`config.mk`:
```
export PLATFORM = sky130hd
export DESIGN_NAME = gsc_command_map
export DESIGN_NICKNAME = d
export VERILOG_FILES = /design/src/hw/gsc_i2c_target.v /design/src/hw/gsc_command_map.v
export VERILOG_INCLUDE_DIRS = /design/src /design/src/hw
export SDC_FILE = /design/constraint.sdc
export NUM_CORES = 1
export LEC_CHECK = 0
export ABC_CLOCK_PERIOD_IN_PS = 4000
export BUFFER_PORTS_ARGS = -buffer_cell sky130_fd_sc_hd__buf_2
export CAP_MARGIN = 10
export CORE_AREA = 10 10 211 213
export DETAILED_ROUTE_END_ITERATION = 8
export DIE_AREA = 0 0 221 223
export MAX_ROUTING_LAYER = met4
export REMOVE_ABC_BUFFERS = 1
export SKIP_LAST_GASP = 1
export SLEW_MARGIN = 10
export SYNTH_ARGS = -nofsm -noshare
export SYNTH_HDL_FRONTEND = slang
export SYNTH_SLANG_ARGS = --single-unit
```
`constraint.sdc`:
```
create_clock -name clk -period 4 [get_ports clk]
set_input_delay 0.8 -clock clk [delete_from_list [all_inputs] [get_ports clk]]
set_output_delay 0.8 -clock clk [all_outputs]
set_load 0.02 [all_outputs]
```
`src/hw/gsc_map.vh`:
```
// Command codes, field positions, subcommands and mode codes of the gauge map
`ifndef GSC_MAP_VH
`define GSC_MAP_VH

// Bus target address, arbitrary neutral value
`define GSC_DEV_ADDR        7'h55

// Even command code of each standard word, then the last (odd) code of the standard set
`define GSC_CMD_CONTROL     8'h00
`define GSC_CMD_CELL_TEMP   8'h02
`define GSC_CMD_VOLTAGE     8'h04
`define GSC_CMD_FLAGS       8'h06
`define GSC_CMD_NOM_CAP     8'h08
`define GSC_CMD_FULL_AVAIL  8'h0A
`define GSC_CMD_REMAIN_CAP  8'h0C
`define GSC_CMD_FULL_CHG    8'h0E
`define GSC_CMD_AVG_CURR    8'h10
`define GSC_CMD_STBY_CURR   8'h12
`define GSC_CMD_MAX_LOAD    8'h14
`define GSC_CMD_AVAIL_NRG   8'h16
`define GSC_CMD_AVG_PWR     8'h18
`define GSC_CMD_GAP         8'h1A
`define GSC_CMD_CHG_PCT     8'h1C
`define GSC_CMD_INT_TEMP    8'h1E
`define GSC_CMD_HEALTH_PCT  8'h20
`define GSC_CMD_LAST        8'h21

// Number of word slots from code 0x00 to 0x21
`define GSC_WORD_COUNT      17
`define GSC_WORD_RESET      16'h0000

// Control subcommands
`define GSC_SUB_STATUS      16'h0000
`define GSC_SUB_DEV_TYPE    16'h0001
`define GSC_SUB_FW_VER      16'h0002
`define GSC_SUB_HW_VER      16'h0003
`define GSC_SUB_PREV_CMD    16'h0007
`define GSC_SUB_SET_DEEP    16'h0010
`define GSC_SUB_SET_HIB     16'h0011
`define GSC_SUB_CLR_HIB     16'h0012
`define GSC_SUB_RESTORE     16'h0015
`define GSC_SUB_LOCK        16'h0020
`define GSC_SUB_RESET       16'h0041
`define GSC_PREV_LIMIT      16'h0015

// Status word bit positions
`define GSC_ST_HIBE         15
`define GSC_ST_LOCKED       13
`define GSC_ST_INITCOMP     7
`define GSC_ST_HIB_REQ      6
`define GSC_ST_DEEP         5
`define GSC_ST_SLEEP        4

// Power modes
`define GSC_MODE_INIT       3'h0
`define GSC_MODE_NORMAL     3'h1
`define GSC_MODE_SLEEP      3'h2
`define GSC_MODE_DEEP       3'h3
`define GSC_MODE_HIB        3'h4

`endif

```
`src/hw/gsc_i2c_target.v`:
```
// Two-wire bus target: byte framing, address match, acknowledge
`timescale 1ns/10ps
`include "gsc_map.vh"

module gsc_i2c_target #(
    parameter [6:0] DEV_ADDR = `GSC_DEV_ADDR
) (
    // Clock and reset
    input  wire       clk,
    input  wire       sys_rst,
    // Address acknowledge allowed
    input  wire       enable,
    // Bus pins
    input  wire       scl_in,
    input  wire       sda_in,
    output wire       sda_oe,
    // Byte side
    output reg        start_stb,
    output reg        wr_stb,
    output reg        wr_first,
    output reg  [7:0] wr_data,
    output reg        rd_stb,
    input  wire [7:0] rd_data
);
    localparam [1:0] ST_IDLE  = 2'h0;
    localparam [1:0] ST_ADDR  = 2'h1;
    localparam [1:0] ST_WRITE = 2'h2;
    localparam [1:0] ST_READ  = 2'h3;

    reg  [1:0] state_reg;
    reg  [3:0] bit_reg;
    reg  [7:0] shift_reg;
    reg        scl_d_reg;
    reg        sda_d_reg;
    reg        oe_reg;
    reg        rw_reg;
    reg        first_reg;

    wire scl_rise = scl_in & ~scl_d_reg;
    wire scl_fall = ~scl_in & scl_d_reg;
    wire start_c  = scl_in & scl_d_reg & sda_d_reg & ~sda_in;
    wire stop_c   = scl_in & scl_d_reg & ~sda_d_reg & sda_in;

    // Open drain: enable pulls the line low
    assign sda_oe = oe_reg;

    always @(posedge clk) begin
        if (sys_rst) begin
            state_reg <= ST_IDLE;
            bit_reg   <= 4'h0;
            shift_reg <= 8'h00;
            scl_d_reg <= 1'h1;
            sda_d_reg <= 1'h1;
            oe_reg    <= 1'h0;
            rw_reg    <= 1'h0;
            first_reg <= 1'h0;
            start_stb <= 1'h0;
            wr_stb    <= 1'h0;
            wr_first  <= 1'h0;
            wr_data   <= 8'h00;
            rd_stb    <= 1'h0;
        end else begin
            scl_d_reg <= scl_in;
            sda_d_reg <= sda_in;
            start_stb <= 1'h0;
            wr_stb    <= 1'h0;
            rd_stb    <= 1'h0;
            if (start_c) begin
                state_reg <= ST_ADDR;
                bit_reg   <= 4'h0;
                oe_reg    <= 1'h0;
                start_stb <= 1'h1;
            end else if (stop_c) begin
                state_reg <= ST_IDLE;
                oe_reg    <= 1'h0;
            end else begin
                case (state_reg)
                    ST_ADDR, ST_WRITE: begin
                        if (scl_rise && bit_reg < 4'h8) begin
                            shift_reg <= {shift_reg[6:0], sda_in};
                            bit_reg   <= bit_reg + 4'h1;
                        end else if (scl_fall && bit_reg == 4'h8) begin
                            if (state_reg == ST_WRITE) begin
                                oe_reg    <= 1'h1;
                                bit_reg   <= 4'h9;
                                wr_stb    <= 1'h1;
                                wr_data   <= shift_reg;
                                wr_first  <= first_reg;
                                first_reg <= 1'h0;
                            end else if (enable &&
                                         shift_reg[7:1] == DEV_ADDR) begin
                                oe_reg    <= 1'h1;
                                bit_reg   <= 4'h9;
                                rw_reg    <= shift_reg[0];
                                first_reg <= 1'h1;
                            end else begin
                                state_reg <= ST_IDLE;
                            end
                        end else if (scl_fall && bit_reg == 4'h9) begin
                            bit_reg <= 4'h0;
                            if (state_reg == ST_ADDR && rw_reg) begin
                                state_reg <= ST_READ;
                                shift_reg <= rd_data;
                                oe_reg    <= ~rd_data[7];
                                rd_stb    <= 1'h1;
                            end else begin
                                state_reg <= ST_WRITE;
                                oe_reg    <= 1'h0;
                            end
                        end
                    end
                    ST_READ: begin
                        if (scl_fall && bit_reg < 4'h7) begin
                            shift_reg <= {shift_reg[6:0], 1'h0};
                            oe_reg    <= ~shift_reg[6];
                            bit_reg   <= bit_reg + 4'h1;
                        end else if (scl_fall && bit_reg == 4'h7) begin
                            oe_reg  <= 1'h0;
                            bit_reg <= 4'h8;
                        end else if (scl_rise && bit_reg == 4'h8) begin
                            // Controller not-acknowledge ends the read
                            if (sda_in)
                                state_reg <= ST_IDLE;
                            else
                                bit_reg <= 4'h9;
                        end else if (scl_fall && bit_reg == 4'h9) begin
                            shift_reg <= rd_data;
                            oe_reg    <= ~rd_data[7];
                            bit_reg   <= 4'h0;
                            rd_stb    <= 1'h1;
                        end
                    end
                    default: begin
                        oe_reg <= 1'h0;
                    end
                endcase
            end
        end
    end
endmodule

```
`src/hw/gsc_command_map.v`:
```
// Standard command map of the gauge behind its two-wire bus
`timescale 1ns/10ps
`include "gsc_map.vh"

module gsc_command_map #(
    parameter [6:0]  DEV_ADDR      = `GSC_DEV_ADDR,
    // Identity values below are arbitrary
    parameter [15:0] DEVICE_TYPE   = 16'h1234,
    parameter [15:0] FW_VERSION    = 16'h0100,
    parameter [15:0] HW_VERSION    = 16'h00A0,
    parameter        LOCK_AT_RESET = 1'h0
) (
    // Clock and reset
    input  wire        clk,
    input  wire        sys_rst,
    // Two-wire bus
    input  wire        scl_in,
    input  wire        sda_in,
    output wire        sda_out,
    output wire        sda_oe,
    // Updates from the gauging engine
    input  wire        upd_stb,
    input  wire [7:0]  upd_code,
    input  wire [15:0] upd_data,
    // Power mode events
    input  wire        init_done,
    input  wire        sleep_cond,
    input  wire        wake_evt,
    output reg  [2:0]  power_mode,
    output reg         locked_state,
    // Control requests
    output reg         reset_req,
    output reg         restore_req,
    // Extended command port
    output reg         ext_wr_stb,
    output reg  [7:0]  ext_code,
    output reg  [7:0]  ext_data,
    input  wire [7:0]  ext_rd_data
);
    localparam [2:0] RESP_STATUS = 3'h0;
    localparam [2:0] RESP_DTYPE  = 3'h1;
    localparam [2:0] RESP_FW     = 3'h2;
    localparam [2:0] RESP_HW     = 3'h3;
    localparam [2:0] RESP_PREV   = 3'h4;

    wire        start_stb;
    wire        wr_stb;
    wire        wr_first;
    wire [7:0]  wr_data;
    wire        rd_stb;
    wire [7:0]  rd_byte;
    wire        bus_enable;

    reg  [7:0]  ptr_reg;
    reg  [7:0]  ctrl_lsb_reg;
    reg  [2:0]  resp_sel_reg;
    reg  [15:0] prev_sub_reg;
    reg         deep_flag_reg;
    reg         hib_req_reg;
    reg         hibe_reg;
    reg  [15:0] word_reg [0:`GSC_WORD_COUNT-1];

    wire [6:0]  ptr_idx  = ptr_reg[7:1];
    wire        in_std   = (ptr_reg <= `GSC_CMD_LAST);
    // gap pair and codes past the set never stored
    wire        mapped   = in_std && (ptr_idx != `GSC_CMD_GAP >> 1);
    wire        host_wr  = wr_stb && !wr_first;
    wire [15:0] subcmd   = {wr_data, ctrl_lsb_reg};
    wire [6:0]  upd_idx  = upd_code[7:1];
    wire [15:0] status_word;
    reg  [15:0] ctrl_word;
    reg  [15:0] sel_word;
    reg         writable;

    // Open drain: the line is only ever pulled low
    assign sda_out = 1'h0;

    // bus answered only in operating modes
    assign bus_enable = (power_mode == `GSC_MODE_NORMAL) ||
                        (power_mode == `GSC_MODE_SLEEP) ||
                        (power_mode == `GSC_MODE_DEEP);

    gsc_i2c_target #(
        .DEV_ADDR (DEV_ADDR)
    ) u_target (
        .clk       (clk),
        .sys_rst   (sys_rst),
        .enable    (bus_enable),
        .scl_in    (scl_in),
        .sda_in    (sda_in),
        .sda_oe    (sda_oe),
        .start_stb (start_stb),
        .wr_stb    (wr_stb),
        .wr_first  (wr_first),
        .wr_data   (wr_data),
        .rd_stb    (rd_stb),
        .rd_data   (rd_byte)
    );

    assign status_word = {hibe_reg, 1'h0, locked_state, 5'h00,
                          power_mode != `GSC_MODE_INIT, hib_req_reg,
                          deep_flag_reg,
                          (power_mode == `GSC_MODE_SLEEP) ||
                          (power_mode == `GSC_MODE_DEEP), 4'h0};

    // Control word answer chosen by the last subcommand
    always @* begin
        case (resp_sel_reg)
            RESP_DTYPE: ctrl_word = DEVICE_TYPE;
            RESP_FW:    ctrl_word = FW_VERSION;
            RESP_HW:    ctrl_word = HW_VERSION;
            RESP_PREV:  ctrl_word = prev_sub_reg;
            default:    ctrl_word = status_word;
        endcase
    end

    // word selected by the command pointer
    always @* begin
        if (ptr_idx == 7'h00)
            sel_word = ctrl_word;
        else if (mapped)
            sel_word = word_reg[ptr_idx[4:0]];
        else
            sel_word = `GSC_WORD_RESET;
    end

    // even code low byte, odd code high byte
    // codes above the standard set read from the extended port
    assign rd_byte = !in_std ? ext_rd_data :
                     ptr_reg[0] ? sel_word[15:8] : sel_word[7:0];

    // locked state narrows host write rights
    always @* begin
        writable = mapped;
        if (locked_state &&
            ptr_idx != (`GSC_CMD_CONTROL >> 1) &&
            ptr_idx != (`GSC_CMD_CELL_TEMP >> 1))
            writable = 1'h0;
    end

    // pointer from the command byte, then advances per byte
    always @(posedge clk) begin
        if (sys_rst)
            ptr_reg <= 8'h00;
        else if (wr_stb && wr_first)
            ptr_reg <= wr_data;
        else if (host_wr || rd_stb)
            ptr_reg <= ptr_reg + 8'h01;
    end

    // Word storage; slot 0 holds nothing, the control word is computed
    genvar gi;
    generate
        for (gi = 1; gi < `GSC_WORD_COUNT; gi = gi + 1) begin : g_word
            always @(posedge clk) begin
                if (sys_rst) begin
                    word_reg[gi] <= `GSC_WORD_RESET;
                end else if (host_wr && writable && ptr_idx == gi) begin
                    // byte lane from the low code bit
                    if (ptr_reg[0])
                        word_reg[gi][15:8] <= wr_data;
                    else
                        word_reg[gi][7:0] <= wr_data;
                end else if (upd_stb && upd_idx == gi &&
                             upd_code <= `GSC_CMD_LAST &&
                             upd_idx != (`GSC_CMD_GAP >> 1)) begin
                    // Engine keeps the values; a host write takes priority
                    word_reg[gi] <= upd_data;
                end
            end
        end
    endgenerate

    always @(posedge clk) begin
        word_reg[0] <= `GSC_WORD_RESET;
    end

    always @(posedge clk) begin
        if (sys_rst) begin
            ext_wr_stb <= 1'h0;
            ext_code   <= 8'h00;
            ext_data   <= 8'h00;
        end else begin
            ext_wr_stb <= host_wr && !in_std;
            if (host_wr && !in_std) begin
                ext_code <= ptr_reg;
                ext_data <= wr_data;
            end
        end
    end

    // subcommand executed when its high byte lands
    always @(posedge clk) begin
        if (sys_rst) begin
            ctrl_lsb_reg <= 8'h00;
            resp_sel_reg <= RESP_STATUS;
            prev_sub_reg <= 16'h0000;
            locked_state <= LOCK_AT_RESET;
            reset_req    <= 1'h0;
            restore_req  <= 1'h0;
        end else begin
            reset_req   <= 1'h0;
            restore_req <= 1'h0;
            if (host_wr && ptr_reg == `GSC_CMD_CONTROL)
                ctrl_lsb_reg <= wr_data;
            if (host_wr && ptr_reg == (`GSC_CMD_CONTROL + 8'h01)) begin
                if (subcmd < `GSC_PREV_LIMIT)
                    prev_sub_reg <= subcmd;
                resp_sel_reg <= RESP_STATUS;
                case (subcmd)
                    `GSC_SUB_DEV_TYPE: resp_sel_reg <= RESP_DTYPE;
                    `GSC_SUB_FW_VER:   resp_sel_reg <= RESP_FW;
                    `GSC_SUB_HW_VER:   resp_sel_reg <= RESP_HW;
                    `GSC_SUB_PREV_CMD: begin
                        if (!locked_state)
                            resp_sel_reg <= RESP_PREV;
                    end
                    // one-way move into the locked state
                    `GSC_SUB_LOCK:     locked_state <= 1'h1;
                    `GSC_SUB_RESTORE:  restore_req <= !locked_state;
                    `GSC_SUB_RESET:    reset_req <= !locked_state;
                    default:           resp_sel_reg <= RESP_STATUS;
                endcase
            end
        end
    end

    wire sub_hit = host_wr && ptr_reg == (`GSC_CMD_CONTROL + 8'h01);

    // power modes: automatic moves plus host requests
    always @(posedge clk) begin
        if (sys_rst) begin
            power_mode    <= `GSC_MODE_INIT;
            deep_flag_reg <= 1'h0;
            hib_req_reg   <= 1'h0;
            hibe_reg      <= 1'h0;
        end else begin
            // Clear first so a same-cycle hibernate entry still flags
            if (sub_hit && subcmd == `GSC_SUB_CLR_HIB) begin
                hib_req_reg <= 1'h0;
                hibe_reg    <= 1'h0;
            end
            case (power_mode)
                `GSC_MODE_INIT: begin
                    if (init_done)
                        power_mode <= `GSC_MODE_NORMAL;
                end
                `GSC_MODE_NORMAL: begin
                    if (sleep_cond)
                        power_mode <= `GSC_MODE_SLEEP;
                end
                `GSC_MODE_SLEEP: begin
                    if (!sleep_cond)
                        power_mode <= `GSC_MODE_NORMAL;
                    else if (hib_req_reg) begin
                        power_mode <= `GSC_MODE_HIB;
                        hibe_reg   <= 1'h1;
                    end else if (deep_flag_reg)
                        power_mode <= `GSC_MODE_DEEP;
                end
                `GSC_MODE_DEEP: begin
                    // Any traffic drops back and clears the request
                    if (start_stb) begin
                        power_mode    <= `GSC_MODE_SLEEP;
                        deep_flag_reg <= 1'h0;
                    end else if (!sleep_cond) begin
                        power_mode    <= `GSC_MODE_NORMAL;
                        deep_flag_reg <= 1'h0;
                    end
                end
                `GSC_MODE_HIB: begin
                    // Request bit clears on the way out
                    if (wake_evt) begin
                        power_mode  <= `GSC_MODE_NORMAL;
                        hib_req_reg <= 1'h0;
                    end
                end
                default: power_mode <= `GSC_MODE_INIT;
            endcase
            // Requests come last so a set beats a same-cycle clear
            if (sub_hit && subcmd == `GSC_SUB_SET_DEEP)
                deep_flag_reg <= 1'h1;
            if (sub_hit && subcmd == `GSC_SUB_SET_HIB)
                hib_req_reg <= 1'h1;
        end
    end
endmodule

```
==> impl_metrics.csv <==
group,metric,value,unit
worst_setup_path,crit_type,"reg2reg",
pwr,power.total,8000,µW
global_routing,grt_pass1_wl,86600,µm
logic_synthesis,synth_cell_types,81,
outcome,status,"completed",
global_routing,grt.total_usage,23.2,%
pwr,p_clk_share,42.4,%
floorplan,die_h,223,µm
timing,finalSetupViolations,0,
logic_synthesis,synth_area,17900,µm²
clocking,clock_sinks,353,
routing,dr.pass1.iters,5,
pwr,p_sw_share,22.9,%
routing,ant_nets,0,
timing,clock_skew,0.0213,ns
floorplan,die_area,49300,µm²
placement,gp_congestion,0.935,
placement,pre_cts_slack,0.776,ns
global_routing,grt_pass1_vias,13554,
floorplan,die_w,221,µm
worst_hold_path,hold_class,"reg2reg",
clocking,cts_max_level,2,
timing,tightest_slew,1.26,ns
cells_and_area,nets,1614,
job,drv_cap,0,
timing,rsz0062_at_grt,"no",
clocking,numCtsBuffers,40,
clocking,cts_hold_buf,0,
logic_synthesis,async_flop_share,0,%
timing,setup_ws,0.730,ns
logic_synthesis,avgSynthCellArea,11.8,µm²
timing,min_period,3.27,ns
placement,detailed_place_hpwl,38200,µm
floorplan,rows,74,
floorplan,io_pins,65,
cells_and_area,largest_reg_flops,256,
cells_and_area,synthToLayoutAreaGrowth,12.2,%
timing,fin_setup_tns,0,ns
floorplan,initial_core_util,44.5,%
clocking,clock_latency,0.56,ns
clocking,cts_setup_buffers,0,
pwr,p_int,6170,µW
routing,drc,0,
pwr,combPwrFrac,5.9,%
floorplan,core_area,40400,µm²
placement,io_buffers,62,
logic_synthesis,syn_inst,1519,
global_routing,antenna_found_initial,0,
worst_setup_path,worst-path-max-fanout,12,
routing,routed_wl,57200,µm
routing,vias_per_cell,6.41,
timing,fin_crit_sh,81.7,%
worst_setup_path,cp-end-kind,"flop",
worst_setup_path,cp.arrival,3.43,ns
clocking,clock-root-buffer,"clkbuf_16",
logic_synthesis,ys_seq_area_share,53.7,%
clocking,cts_tree,"done",
worst_setup_path,required,4.16,ns
worst_setup_path,startpoint_type,"flop",
cells_and_area,n_antenna_cell,0,
logic_synthesis,ys.flop_type,"edfxtp_1",
clocking,clk_pin_slew,0.05,ns
global_routing,grt_overflow,0,
cells_and_area,drive_gt1_share,17.3,%
pwr,ir_drop,0.000405,V
cells_and_area,layout_commonest_cell,"edfxtp_1",
timing,max_slew_margin,15.1,%
timing,fmaxAchievable,306,MHz
routing,avgRoutedWirePerCell,27.0,µm
routing,vias,13617,
pwr,p_per_area,398,nW/µm²
logic_synthesis,ys_warn_count,0,
routing,drt-initial-drc-count,1615,
logic_synthesis,ys_ff_latch,353,
timing,report.final.hold_viol_count,0,
pwr,pwr-share-seq,51.7,%
cells_and_area,final_cell_mix,"edfxtp_1 (256), a22o_1 (236), nor2_1 (138), dfxtp_1 (93), nand2_1 (92)",
timing,slew_violations,0,
logic_synthesis,synth-edff-count,256,
pwr,p_sw,1830,µW
clocking,clock_path_buffers,3,
pwr,cellLeakagePower,0.00706,µW
global_routing,grt_max_degree,64,
clocking,post_cts_resized,0,
cells by family after synthesis:
logic type / count (synthesis) / synth area share, %
compound gates: 457 / 19.7
simple gates: 396 / 10.8
flops: 353 / 53.7
buf+inv: 169 / 3.82
mux: 122 / 10.8
fa+ha+maj: 11 / 0.767
xor+xnor: 10 / 0.488
other cells: 1 / 0.0209
per-stage QoR:
stage	cells	area, µm²	util [%]	hold WS, ns
after floorplan	1389	17400	-	0.421
after global placement	2053	19000	46.9	0.437
after detailed placement	2053	19000	46.9	0.438
after CTS	2123	20100	49.9	0.458
after global routing	2123	20100	49.9	0.480
final	2123	20100	49.9	0.457
worst max-delay path, stage by stage (launching register included):
cell,delay [ns]
dfxtp_1,0.37
or3_1,0.51
or3_1,0.64
a21o_1,0.36
o21ai_0,1.01
worst paths after layout:
path	start	end	slack [ns]	cells after the start
max	ptr_reg[7]$_SDFFE_PP0N_	word_reg[3][14]$_DFFE_PP_	0.73	4
min	ext_code[2]$_SDFFE_PP0P_	ext_code[2]$_SDFFE_PP0P_	0.46	2
max reg2reg	ptr_reg[7]$_SDFFE_PP0N_	word_reg[3][14]$_DFFE_PP_	0.73	4
min reg2reg	ext_code[2]$_SDFFE_PP0P_	ext_code[2]$_SDFFE_PP0P_	0.46	2
cell type report:
type | instances | area (µm²)
flip-flops and latches | 353 | 9640
inverters | 23 | 86.3
multi-input cells | 1013 | 7700
clock inverters | 13 | 56.3
well taps | 532 | 666
clock buffers | 57 | 1120
fillers | 3642 | 20200
repair buffers | 132 | 863
power groups by stage:
stage | sequential [µW] | clock, µW | combinational [µW]
2_1_floorplan | 4190 | 0 | 236
3_3_place_gp | 4200 | 0 | 460
3_5_place_dp | 4210 | 0 | 466
4_1_cts | 4130 | 3440 | 469
5_1_grt | 4150 | 3590 | 508
6_report | 4130 | 3390 | 474
metal layers:
metal	routed length, µm	track usage [%]	vias to the layer above
li1	-	-	6010
met4	1790	8.06	0
met1	23500	29.6	6815
met5	0	-	-
met3	4760	4.22	125
met2	27100	36.7	667
Yosys cell counts (all sizes together) (15+ instances only):
master	instances	area, µm²
edfxtp	256	7690
a22o	236	2070
nor2	138	518
clkbuf	108	405
dfxtp	97	1940
nand2	92	345
o21ai	66	330
mux4	56	1260
mux2i	54	541
a21oi	45	225
buf	38	194
nand3	33	165
inv	22	82.6
nor3	22	120
and2	17	106
a211oi	15	113
Power figures use the tool's default switching activity.
